==> src/inc/lors_defines.svh <==
// Register offsets, reset values and field positions of the OR/subtract ALU.
`ifndef LORS_DEFINES_SVH
`define LORS_DEFINES_SVH

// ****************************************************************
// Register byte offsets
// ****************************************************************
`define LORS_OFF_FIRST 5'h00
`define LORS_OFF_SHSRC 5'h04
`define LORS_OFF_SHAMT 5'h08
`define LORS_OFF_CTRL 5'h0c
`define LORS_OFF_EXEC 5'h10
`define LORS_OFF_RESULT 5'h14
`define LORS_OFF_PSW 5'h18

// ****************************************************************
// Reset values and field positions
// ****************************************************************
`define LORS_CTRL_RST 32'h0000_0000
`define LORS_PSW_RST 32'h0000_0000
`define LORS_SHAMT_LSB 0
`define LORS_SHAMT_MSB 7

`endif

==> src/inc/lors_pkg.sv <==
// Types shared by the OR/subtract ALU.
package lors_pkg;

  typedef enum logic [1:0] {
    bitwise_or_op = 2'b00,
    reverse_subtract_op = 2'b01,
    reverse_subtract_borrow_op = 2'b10,
    subtract_borrow_op = 2'b11
  } lors_op_t;

  // The arithmetic left shift shares the logical left code.
  typedef enum logic [1:0] {
    logical_left_shift = 2'b00,
    logical_right_shift = 2'b01,
    arith_right_shift = 2'b10,
    rotate_right_shift = 2'b11
  } lors_shift_t;

  typedef struct packed {
    logic [6:0] rsvd;
    logic rotate_through_carry;
    logic [4:0] shift_imm;
    logic shift_by_reg;
    lors_shift_t shift_kind;
    logic [3:0] imm_rot;
    logic [7:0] imm8;
    logic imm_sel;
    logic set_flags;
    lors_op_t op;
  } lors_ctrl_t;

  typedef struct packed {
    logic n;
    logic z;
    logic c;
    logic v;
    logic [25:0] rsvd;
    logic [1:0] mode;
  } lors_psw_t;

endpackage

==> src/rtl/lors_alu.sv <==
// OR and reverse/borrow subtract ALU slice with an Avalon-MM register port.
//
// The placing of the registers and the Avalon-MM interface to the registers were chosen for this implementation.
`timescale 1ns/10ps
`include "lors_defines.svh"
// Operation
// - OR sets each of 32 result bits when either operand bit is one.
// - Logical results are formed per bit with no carry between bits.
// - OR never alters the V and mode status bits; only the status write path does.
// - Outside status writes, flags change only when the set-flags bit is given.
// - Immediate operand is an 8-bit constant rotated within 32 bits.
// - Register-sourced shift counts 1 through 255 are served.
// - Constant shift counts 1 through 31 are served.
// - Shifter offers left, logical right, arith right, rotate, carry rotate.
// - Reverse subtract gives second operand minus first register.
// - Reverse borrow subtract gives second minus first minus one plus carry.
// - Borrow subtract takes one more off when carry was clear.
// - Carry in subtraction is an inverted borrow.
// - Carry chaining gives correct multi-word differences.
module lors_alu #(
  parameter int DATA_W = 32,
  parameter int ADDR_W = 5
) (
  input wire logic sys_clk,
  input wire logic reset_n,
  input wire logic [ADDR_W-1:0] avs_address,
  input wire logic avs_read,
  input wire logic avs_write,
  input wire logic [DATA_W-1:0] avs_writedata,
  input wire logic [3:0] avs_byteenable,
  output logic [DATA_W-1:0] avs_readdata,
  output logic avs_waitrequest,
  output logic [DATA_W-1:0] alu_result,
  output lors_pkg::lors_psw_t alu_status
);

  if (DATA_W != 32 || ADDR_W < 5) begin : g_param_chk
    $error("Datapath must be 32 bits and address at least 5 bits.");
  end

  // ****************************************************************
  // Functions
  // ****************************************************************
  function automatic logic [31:0] lors_ror(input logic [31:0] val,
                                           input logic [4:0] r);
    lors_ror = (val >> r) | (val << (6'd32 - {1'b0, r}));
  endfunction

  function automatic logic [32:0] lors_shift(input logic [31:0] val,
                                             input logic [7:0] amt,
                                             input lors_pkg::lors_shift_t k,
                                             input logic cin);
    logic [32:0] w;
    logic [31:0] rr;
    w = '0;
    rr = lors_ror(val, amt[4:0]);
    if (amt == 8'h00) begin
      lors_shift = {cin, val};
    end else begin
      case (k)
        lors_pkg::logical_left_shift: begin
          w = {1'b0, val} << amt;
          lors_shift = {w[32], val << amt};
        end
        lors_pkg::logical_right_shift: begin
          w = {val, 1'b0} >> amt;
          lors_shift = {w[0], val >> amt};
        end
        lors_pkg::arith_right_shift: begin
          w = 33'($signed({val, 1'b0}) >>> amt);
          lors_shift = {w[0], w[32:1]};
        end
        default: begin
          lors_shift = {rr[31], rr};
        end
      endcase
    end
  endfunction

  function automatic logic [33:0] lors_add(input logic [31:0] x,
                                           input logic [31:0] y,
                                           input logic ci);
    logic [32:0] s;
    s = {1'b0, x} + {1'b0, y} + {32'h0000_0000, ci};
    lors_add = {s[32], (x[31] == y[31]) && (s[31] != x[31]), s[31:0]};
  endfunction

  function automatic logic [31:0] lors_be(input logic [31:0] old,
                                          input logic [31:0] wd,
                                          input logic [3:0] be);
    lors_be = old;
    for (int i = 0; i < 4; i++) begin
      if (be[i]) begin
        lors_be[i*8 +: 8] = wd[i*8 +: 8];
      end
    end
  endfunction

  // ****************************************************************
  // Reset release
  // ****************************************************************
  logic rst_meta_r;
  logic rst_n_r;

  always_ff @(posedge sys_clk or negedge reset_n) begin
    if (!reset_n) begin
      rst_meta_r <= 1'b0;
      rst_n_r <= 1'b0;
    end else begin
      rst_meta_r <= 1'b1;
      rst_n_r <= rst_meta_r;
    end
  end

  // ****************************************************************
  // Bus slave
  // ****************************************************************
  logic ack_r;
  logic take;
  logic exec;
  logic [31:0] first_r;
  logic [31:0] shsrc_r;
  logic [31:0] shamt_r;
  lors_pkg::lors_ctrl_t ctrl_r;
  lors_pkg::lors_psw_t psw_r;
  logic [31:0] result_r;
  logic [31:0] rdata_r;
  logic [31:0] rd_nxt;

  assign avs_waitrequest = (avs_read | avs_write) & ~ack_r;
  assign take = (avs_read | avs_write) & ack_r;
  assign exec = take & avs_write & (avs_address == `LORS_OFF_EXEC);
  assign avs_readdata = rdata_r;

  always_ff @(posedge sys_clk or negedge rst_n_r) begin
    if (!rst_n_r) begin
      ack_r <= 1'b0;
    end else begin
      ack_r <= (avs_read | avs_write) & ~ack_r;
    end
  end

  always_comb begin
    if (avs_address == `LORS_OFF_FIRST) begin
      rd_nxt = first_r;
    end else if (avs_address == `LORS_OFF_SHSRC) begin
      rd_nxt = shsrc_r;
    end else if (avs_address == `LORS_OFF_SHAMT) begin
      rd_nxt = shamt_r;
    end else if (avs_address == `LORS_OFF_CTRL) begin
      rd_nxt = ctrl_r;
    end else if (avs_address == `LORS_OFF_RESULT) begin
      rd_nxt = result_r;
    end else if (avs_address == `LORS_OFF_PSW) begin
      rd_nxt = psw_r;
    end else begin
      rd_nxt = 32'h0000_0000;
    end
  end

  always_ff @(posedge sys_clk or negedge rst_n_r) begin
    if (!rst_n_r) begin
      rdata_r <= 32'h0000_0000;
    end else if (avs_read & ~ack_r) begin
      rdata_r <= rd_nxt;
    end
  end

  always_ff @(posedge sys_clk or negedge rst_n_r) begin
    if (!rst_n_r) begin
      first_r <= 32'h0000_0000;
      shsrc_r <= 32'h0000_0000;
      shamt_r <= 32'h0000_0000;
      ctrl_r <= `LORS_CTRL_RST;
    end else if (take & avs_write) begin
      if (avs_address == `LORS_OFF_FIRST) begin
        first_r <= lors_be(first_r, avs_writedata, avs_byteenable);
      end else if (avs_address == `LORS_OFF_SHSRC) begin
        shsrc_r <= lors_be(shsrc_r, avs_writedata, avs_byteenable);
      end else if (avs_address == `LORS_OFF_SHAMT) begin
        shamt_r <= lors_be(shamt_r, avs_writedata, avs_byteenable);
      end else if (avs_address == `LORS_OFF_CTRL) begin
        ctrl_r <= lors_be(ctrl_r, avs_writedata, avs_byteenable);
      end
    end
  end

  // ****************************************************************
  // Operand shifter
  // ****************************************************************
  logic [7:0] sh_amt;
  logic [32:0] sh_out;
  logic [31:0] second_operand;
  logic sh_carry;
  logic [31:0] imm_val;

  always_comb begin
    if (ctrl_r.shift_by_reg) begin
      sh_amt = shamt_r[`LORS_SHAMT_MSB:`LORS_SHAMT_LSB];
    end else begin
      sh_amt = {3'b000, ctrl_r.shift_imm};
    end
    sh_out = lors_shift(shsrc_r, sh_amt, ctrl_r.shift_kind, psw_r.c);
    imm_val = lors_ror({24'h00_0000, ctrl_r.imm8}, {ctrl_r.imm_rot, 1'b0});
    if (ctrl_r.imm_sel) begin
      second_operand = imm_val;
      sh_carry = (ctrl_r.imm_rot == 4'h0) ? psw_r.c : imm_val[31];
    end else if (ctrl_r.rotate_through_carry) begin
      second_operand = {psw_r.c, shsrc_r[31:1]};
      sh_carry = shsrc_r[0];
    end else begin
      second_operand = sh_out[31:0];
      sh_carry = sh_out[32];
    end
  end

  // ****************************************************************
  // Arithmetic and logic
  // ****************************************************************
  logic [33:0] alu_out;

  always_comb begin
    case (ctrl_r.op)
      lors_pkg::bitwise_or_op: begin
        alu_out = {sh_carry, 1'b0, first_r | second_operand};
      end
      lors_pkg::reverse_subtract_op: begin
        alu_out = lors_add(second_operand, ~first_r, 1'b1);
      end
      lors_pkg::reverse_subtract_borrow_op: begin
        alu_out = lors_add(second_operand, ~first_r, psw_r.c);
      end
      default: begin
        alu_out = lors_add(first_r, ~second_operand, psw_r.c);
      end
    endcase
  end

  always_ff @(posedge sys_clk or negedge rst_n_r) begin
    if (!rst_n_r) begin
      result_r <= 32'h0000_0000;
    end else if (exec) begin
      result_r <= alu_out[31:0];
    end
  end

  // ****************************************************************
  // Status word
  // ****************************************************************
  always_ff @(posedge sys_clk or negedge rst_n_r) begin
    if (!rst_n_r) begin
      psw_r <= `LORS_PSW_RST;
    end else if (take & avs_write & (avs_address == `LORS_OFF_PSW)) begin
      psw_r <= lors_be(psw_r, avs_writedata, avs_byteenable);
    end else if (exec & ctrl_r.set_flags) begin
      psw_r.n <= alu_out[31];
      psw_r.z <= (alu_out[31:0] == 32'h0000_0000);
      psw_r.c <= alu_out[33];
      if (ctrl_r.op != lors_pkg::bitwise_or_op) begin
        psw_r.v <= alu_out[32];
      end
    end
  end

  assign alu_result = result_r;
  assign alu_status = psw_r;

  logic is_or;
  assign is_or = (ctrl_r.op == lors_pkg::bitwise_or_op);

  logic reg_full_shift;
  assign reg_full_shift = ctrl_r.shift_by_reg & ~ctrl_r.imm_sel
    & ~ctrl_r.rotate_through_carry & (sh_amt == 8'h20)
    & (ctrl_r.shift_kind == lors_pkg::logical_left_shift
    || ctrl_r.shift_kind == lors_pkg::logical_right_shift);

  logic imm_shift_31;
  assign imm_shift_31 = ~ctrl_r.shift_by_reg & ~ctrl_r.imm_sel
    & ~ctrl_r.rotate_through_carry & (ctrl_r.shift_imm == 5'h1f)
    & (ctrl_r.shift_kind == lors_pkg::logical_left_shift);
endmodule // lors_alu

==> config.mk <==
export PLATFORM = sky130hd
export DESIGN_NAME = lors_alu
export DESIGN_NICKNAME = d
export VERILOG_FILES = /design/src/inc/lors_pkg.sv /design/src/rtl/lors_alu.sv
export VERILOG_INCLUDE_DIRS = /design/src /design/src/inc
export SDC_FILE = /design/constraint.sdc
export NUM_CORES = 1
export LEC_CHECK = 0
export ABC_CLOCK_PERIOD_IN_PS = 7640
export BUFFER_PORTS_ARGS = -buffer_cell sky130_fd_sc_hd__clkbuf_2
export CAP_MARGIN = 0
export CORE_UTILIZATION = 29
export DETAILED_ROUTE_END_ITERATION = 8
export SYNTH_ARGS = -nofsm -noshare
export SYNTH_HDL_FRONTEND = slang
export SYNTH_SLANG_ARGS = --single-unit
==> constraint.sdc <==
create_clock -name sys_clk -period 7.64 [get_ports sys_clk]
set_input_delay 0 -clock sys_clk [delete_from_list [all_inputs] [get_ports sys_clk]]
set_output_delay 0 -clock sys_clk [all_outputs]
set_load 0.02 [all_outputs]
; Word-level counts from Yosys, hierarchy flattened
; Cells that the tools add are included.
; Widths: inputs -> output; s select.
[word_totals]
ff_bits = 227
output_inout_bits = 97
wordCells = 142
inputBits = 45
[classes]
bitwise = 17
n_eq_ne = 18
muxes = 19
n_reduce_logical = 35
n_addsub = 7
n_shift = 9
[ops]
columns = operator, count
row1 = $mux 32, 8
row2 = $pmux 34 s3, 1
row3 = $pmux 33 s3, 1
row4 = $or 32x32->32, 3
row5 = $add 32x32->33, 2
row6 = $add 33x1->33, 2
row7 = $not 32->32, 2
row8 = $add 33x1->33 const B, 1
row9 = $mux 33, 1
row10 = $shl 32x8->33, 1
row11 = $shr 33x8->1, 1
row12 = $sshr 33x8->33, 1
row13 = $logic_not 32->1, 1
row14 = $shl 32x6->32, 1
row15 = $shl 32x8->32, 1
row16 = $shl 8x6->32, 1
row17 = $shr 32x5->32, 1
row18 = $shr 32x8->32, 1
row19 = $shr 8x5->32, 1
row20 = $reduce_and 6->1, 4
row21 = $reduce_and 4->1, 5
row22 = $reduce_and 5->1, 4
row23 = $mux 8, 2
row24 = $eq 5x5->1 const B, 3
row25 = other kinds (23), 56

; Depth between registers and ports, before layout
[depth]
depth_word = 17
mapped_depth = 39
mapped_depth_nobuf = 30

; Worst setup path after synthesis
; OpenSTA, ideal clock, no wires.
[synth_timing]
path_type = register to register
start = register ctrl_r[18] (netlist bit)
end = register psw_r, in the netlist alu_status[30]
stages_incl_launch_ff = 36
arrival_time_ns = 8.283
setup_slack_ns = -0.719
path_cell_list = dfrtp_1 > buf_2 > mux2_2 > buf_2 > inv_1 > clkbuf_1 > clkbuf_1 > buf_1 > ha_1 > xnor2_1 > clkbuf_1 > buf_2 > clkbuf_1 > nor2_1 > a21oi_1 > nor2_1 > o311ai_0 > o31ai_1 > nor2_1 > a211oi_1 > o31ai_1 > ha_1 > buf_4 > a21oi_1 > o21ai_0 > a221oi_1 > o21ai_1 > xnor2_1 > and2_1 > nand3_2 > or2_4 > or4_1 > xor2_1 > o221ai_1 > or4b_1 > o21ai_1
[synth_via]
elab_chain_len = 15
word_cells_on_any_way = 24
cone_classes = 6 x add/sub / 5 x shift / 8 x mux / 3 x bitwise / 2 x reduce/logical
[synth_rtl]
columns = element, line
row1 = start: declaration, lors_alu.sv:124  ; lors_pkg::lors_ctrl_t ctrl_r;
row2 = start signal: assignment, lors_alu.sv:174  ; ctrl_r <= `LORS_CTRL_RST;
row3 = start signal: assignment, lors_alu.sv:183  ; ctrl_r <= lors_be(ctrl_r, avs_writedata, avs_byteenable);
row4 = $mux 8 *, lors_alu.sv:198  ; if (ctrl_r.shift_by_reg) begin
row5 = $sub 6x5->6, lors_alu.sv:46  ; lors_ror = (val >> r) | (val << (6'd32 - {1'b0, r}));
row6 = $shl 32x6->32, lors_alu.sv:46
row7 = $or 32x32->32, lors_alu.sv:46
row8 = $pmux 33 s3, lors_alu.sv:60  ; case (k)
row9 = $mux 33 *, lors_alu.sv:57  ; if (amt == 8'h00) begin
row10 = $mux 32 *, lors_alu.sv:208  ; end else if (ctrl_r.rotate_through_carry) begin
row11 = $mux 32 *, lors_alu.sv:205  ; if (ctrl_r.imm_sel) begin
row12 = $not 32->32, lors_alu.sv:234  ; alu_out = lors_add(first_r, ~second_operand, psw_r.c);
row13 = $add 32x32->33, lors_alu.sv:84  ; s = {1'b0, x} + {1'b0, y} + {32'h0000_0000, ci};
row14 = $add 33x1->33, lors_alu.sv:84
row15 = $pmux 34 s3 *, lors_alu.sv:223  ; case (ctrl_r.op)
row16 = $logic_not 32->1 *, lors_alu.sv:257  ; psw_r.z <= (alu_out[31:0] == 32'h0000_0000);
row17 = $mux 4 *, lors_alu.sv:255  ; end else if (exec & ctrl_r.set_flags) begin
row18 = $mux 4 *, lors_alu.sv:253  ; end else if (take & avs_write & (avs_address == `LORS_OFF_PSW)) begin
row19 = end signal: assignment, lors_alu.sv:252  ; psw_r <= `LORS_PSW_RST;
row20 = end signal: assignment, lors_alu.sv:254  ; psw_r <= lors_be(psw_r, avs_writedata, avs_byteenable);
row21 = end: declaration, lors_alu.sv:125  ; lors_pkg::lors_psw_t psw_r;
; Every way passes the cells marked *; elsewhere a longest branch is shown, timed or not. The select of a mux whose other input is x is not followed.
; A chain may end at the register's enable or synchronous reset.

; Final worst setup path
; Same ends and word-level chain as after synthesis.

==> results.json <==
{
  "path_max_fanout": 11,
  "final_cell_area_mm2": 0.0325,
  "ys_ff_latch": 227,
  "clock_latency_ps": 550,
  "firstDrtPassIters": 9,
  "skew_ps": 11.0,
  "cp.required_ps": 8120,
  "p_per_area_mw_per_mm2": 230,
  "ioPinCount": 142,
  "hold_class": "in2reg",
  "synth.avg_cell_area_um2": 8.01,
  "synth_warnings": 0,
  "async_flop_share_pct": 100,
  "placed_area_mm2": 0.0301,
  "routed_wl_um": 132000,
  "path_class": "reg2reg",
  "start_kind": "flop",
  "finalCritPeriodShare_pct": 97.3,
  "grt_max_degree": 167,
  "place_hpwl_um": 104000,
  "die_w_um": 288,
  "antenna_found_initial": 0,
  "whs_ps": 119,
  "die_h_um": 288,
  "tritoncts": "yes",
  "crit_path_end": "alu_status[30]",
  "cp_top_family": "compound AO/OA/AOI/OAI gates",
  "drc": 4,
  "violations": "design-rule violations",
  "syn-num-nets": 3118,
  "viasPerCell": 6.02,
  "grt_pass1_vias": 27200,
  "rows": 104,
  "crit_slowest_cell": "or4b_4",
  "rr_endpoint": "alu_status[30]",
  "clk_pin_slew_ps": 60,
  "r2r_setup_slack_ps": 210,
  "crit_cells": 32,
  "setup_violations": 0,
  "worstSetupStartpoint": "ctrl_r[18]",
  "gp_congestion": 1.06,
  "clock-sinks": 227,
  "hold_viol_final": 0,
  "fin_util_pct": 40.2,
  "cp_slowest_stage_delay_ps": 580,
  "numCtsBuffers": 24,
  "period_needed_ps": 7430,
  "n_fill_cell": 8197,
  "dieArea_mm2": 0.0832,
  "timing.fmax_mhz": 135,
  "nets": 3750,
  "synthCells": 2970,
  "slew_headroom_pct": 34.1,
  "path_buf_inv": 5,
  "num_vias": 28200,
  "overflow": 0,
  "power_mw": 7.47,
  "synth_ff_type": "dfrtp_1",
  "synth_area_leader_cell": "dfrtp_1",
  "yosysTopAreaCellShare_pct": 23.9,
  "ir_drop_mv": 0.167,
  "worst-r2r-cell-count": 32,
  "synth_edf_count": 0,
  "drtIter0Drc": 3635,
  "placeableCoreArea_mm2": 0.0808,
  "port_buffers": 141,
  "tightest_slew_ps": 989,
  "critPathArrivalTime_ps": 7910,
  "initial_utilization_pct": 29.5,
  "netlist_area_mm2": 0.0238,
  "leakagePower_nw": 14.2,
  "grtUsageTotal_pct": 30.7,
  "wire_per_inst_um": 28.3,
  "cts_max_path_buffers": 3,
  "cts-root-buf": "clkbuf_16",
  "htreeDepth": 1,
  "maxCapViolations": 0,
  "postRouteAntennaNets": 0,
  "area_growth_pct": 36.5,
  "drive_above_1_share_pct": 35.2,
  "outcome": "finished, violations left",
  "ys_types": 111,
  "yosysSeqAreaShare_pct": 23.9,
  "timing.rr.start": "ctrl_r[18]",
  "slew_violations": 0,
  "synthTopCellsByArea": "dfrtp_1 (24%), mux2_2 (7.0%), nand2_1 (6.1%)",
  "critPathMostFrequentCell": "buf_4",
  "grt_pass1_wl_um": 188000,
  "worst_setup_path_end_kind": "flop"
}
[placed cells by master, fill, tap and decap left out, types with 26 or more instances in the layout]
cell type / instances
a21o_1: 41
a21oi_1: 226
a222oi_1: 65
a22oi_1: 27
a31oi_1: 61
and3_1: 29
buf_4: 646
clkbuf_16: 27
clkbuf_2: 141
dfrtp_1: 225
dlygate4sd3_1: 36
ha_1: 91
inv_1: 67
mux2_2: 145
mux2i_1: 105
mux4_2: 34
nand2_1: 385
nand3_1: 87
nor2_1: 205
nor3_1: 55
o211ai_1: 33
o21ai_0: 166
o22ai_1: 35
xnor2_1: 67
xor2_1: 26
[kinds of logic (layout without fill, tap and decap cells)]
group | after synthesis | count (layout) | share of synthesized area (%)
compound gates | 947 | 947 | 26.6
xor+xnor | 106 | 107 | 4.04
fa+ha+maj | 103 | 103 | 5.51
buf+inv | 327 | 974 | 5.60
flops | 227 | 227 | 23.9
mux | 322 | 322 | 16.1
other cells | 1 | 2 | 0.0158
simple gates | 937 | 938 | 18.3
[final cells by class]
class                           instances  area, um^2  share of cell area (%)
Tap cell                             1060        1330                    4.08
Sequential cell                       227        5690                    17.5
Clock buffer                           33         706                    2.17
Multi-Input combinational cell       2418       17900                    55.1
Inverter                               73         282                   0.866
Clock inverter                         10        86.3                   0.266
Antenna cell                            1        2.50                 0.00770
Timing Repair Buffer                  858        6500                    20.0
[sequential cells by signal, indices dropped and copies added, names as in the netlist]
| name | cells |
|---|---|
| shamt_r | 32 |
| alu_status | 32 |
| ack_r | 1 |
| first_r | 32 |
| avs_readdata | 32 |
| shsrc_r | 32 |
| rst_n_r | 1 |
| alu_result | 32 |
| ctrl_r | 32 |
| rst_meta_r | 1 |
[cells in the mapped netlist (11+ instances only)]
cell type  number
nand2_1       385
o211ai_1       33
o21ai_0       187
a31oi_1        65
xor2_1         29
inv_1          69
o31ai_1        19
and2_1         19
o22ai_1        37
a222oi_1       65
buf_2          27
buf_1          31
a21o_1         41
a221o_1        15
o221ai_1       19
a22oi_1        30
nor2b_1        11
ha_1          100
nor4_1         24
nand3_1        91
a2111oi_0      12
o21a_1         16
mux2i_1       139
mux4_2         34
mux2_2        147
dfrtp_1       227
nand4_1        23
and3_1         34
nor2_1        217
a211oi_1       31
a221oi_1       27
xnor2_1        74
a21oi_1       247
nor3_1         58
clkbuf_1      176
[what timing repair did]
item,in CTS,in global routing
endpoints found under the hold margin,163,0
hold buffers,36,0
cloned,0,4
buffers inserted,2,22
pin swaps,4,44
resized for setup,23,205
endpoints found under the setup margin,7,14
[power breakdown]
part / total [mW] / internal [mW] / switching (mW)
Sequential: 1.62 / 1.35 / 0.269
Clock: 1.20 / 0.681 / 0.515
Combinational: 4.66 / 1.97 / 2.69
Total: 7.47 / 4.00 / 3.47
[per-stage QoR]
| step | std cells | setup TNS [ps] | setup slack (ps) |
|---|---|---|---|
| finish | 4680 | 0 | 210 |
| global route | 4679 | -80.6 | -53.4 |
| CTS | 4653 | 0 | 3.87 |
| detailed placement | 4572 | -2130 | -529 |
| global placement | 4572 | -1850 | -473 |
| floorplan | 2970 | 0 | 26.9 |
[worst min-delay path, stage by stage]
cell and delay [ps]:
clkbuf_2 210, nor4_2 90, buf_4 200, nand2_1 70, nand2_1 40
[layer usage]
metal  part of all wire [%]  GRT usage [%]  up-vias
li1                       -              -    12400
met1                     40           40.1    13800
met2                     45           48.9     1615
met3                    8.2           4.04      405
met4                    6.6           17.1        0
met5                      0              0        -
[how the worst min path moves through the flow]
stage / depth (start not counted) / slack, ps / from / endpoint
after floorplan: 0 / -300 / reset_n / rst_meta_r
after global placement: 1 / -220 / reset_n / rst_meta_r
after detailed placement: 1 / -210 / reset_n / rst_meta_r
after CTS: 5 / 70 / avs_address[3] / alu_result[9]
after global routing: 5 / 100 / avs_address[3] / alu_result[9]
final: 5 / 120 / avs_address[3] / alu_result[31]
(Power assumes the default switching activity.)
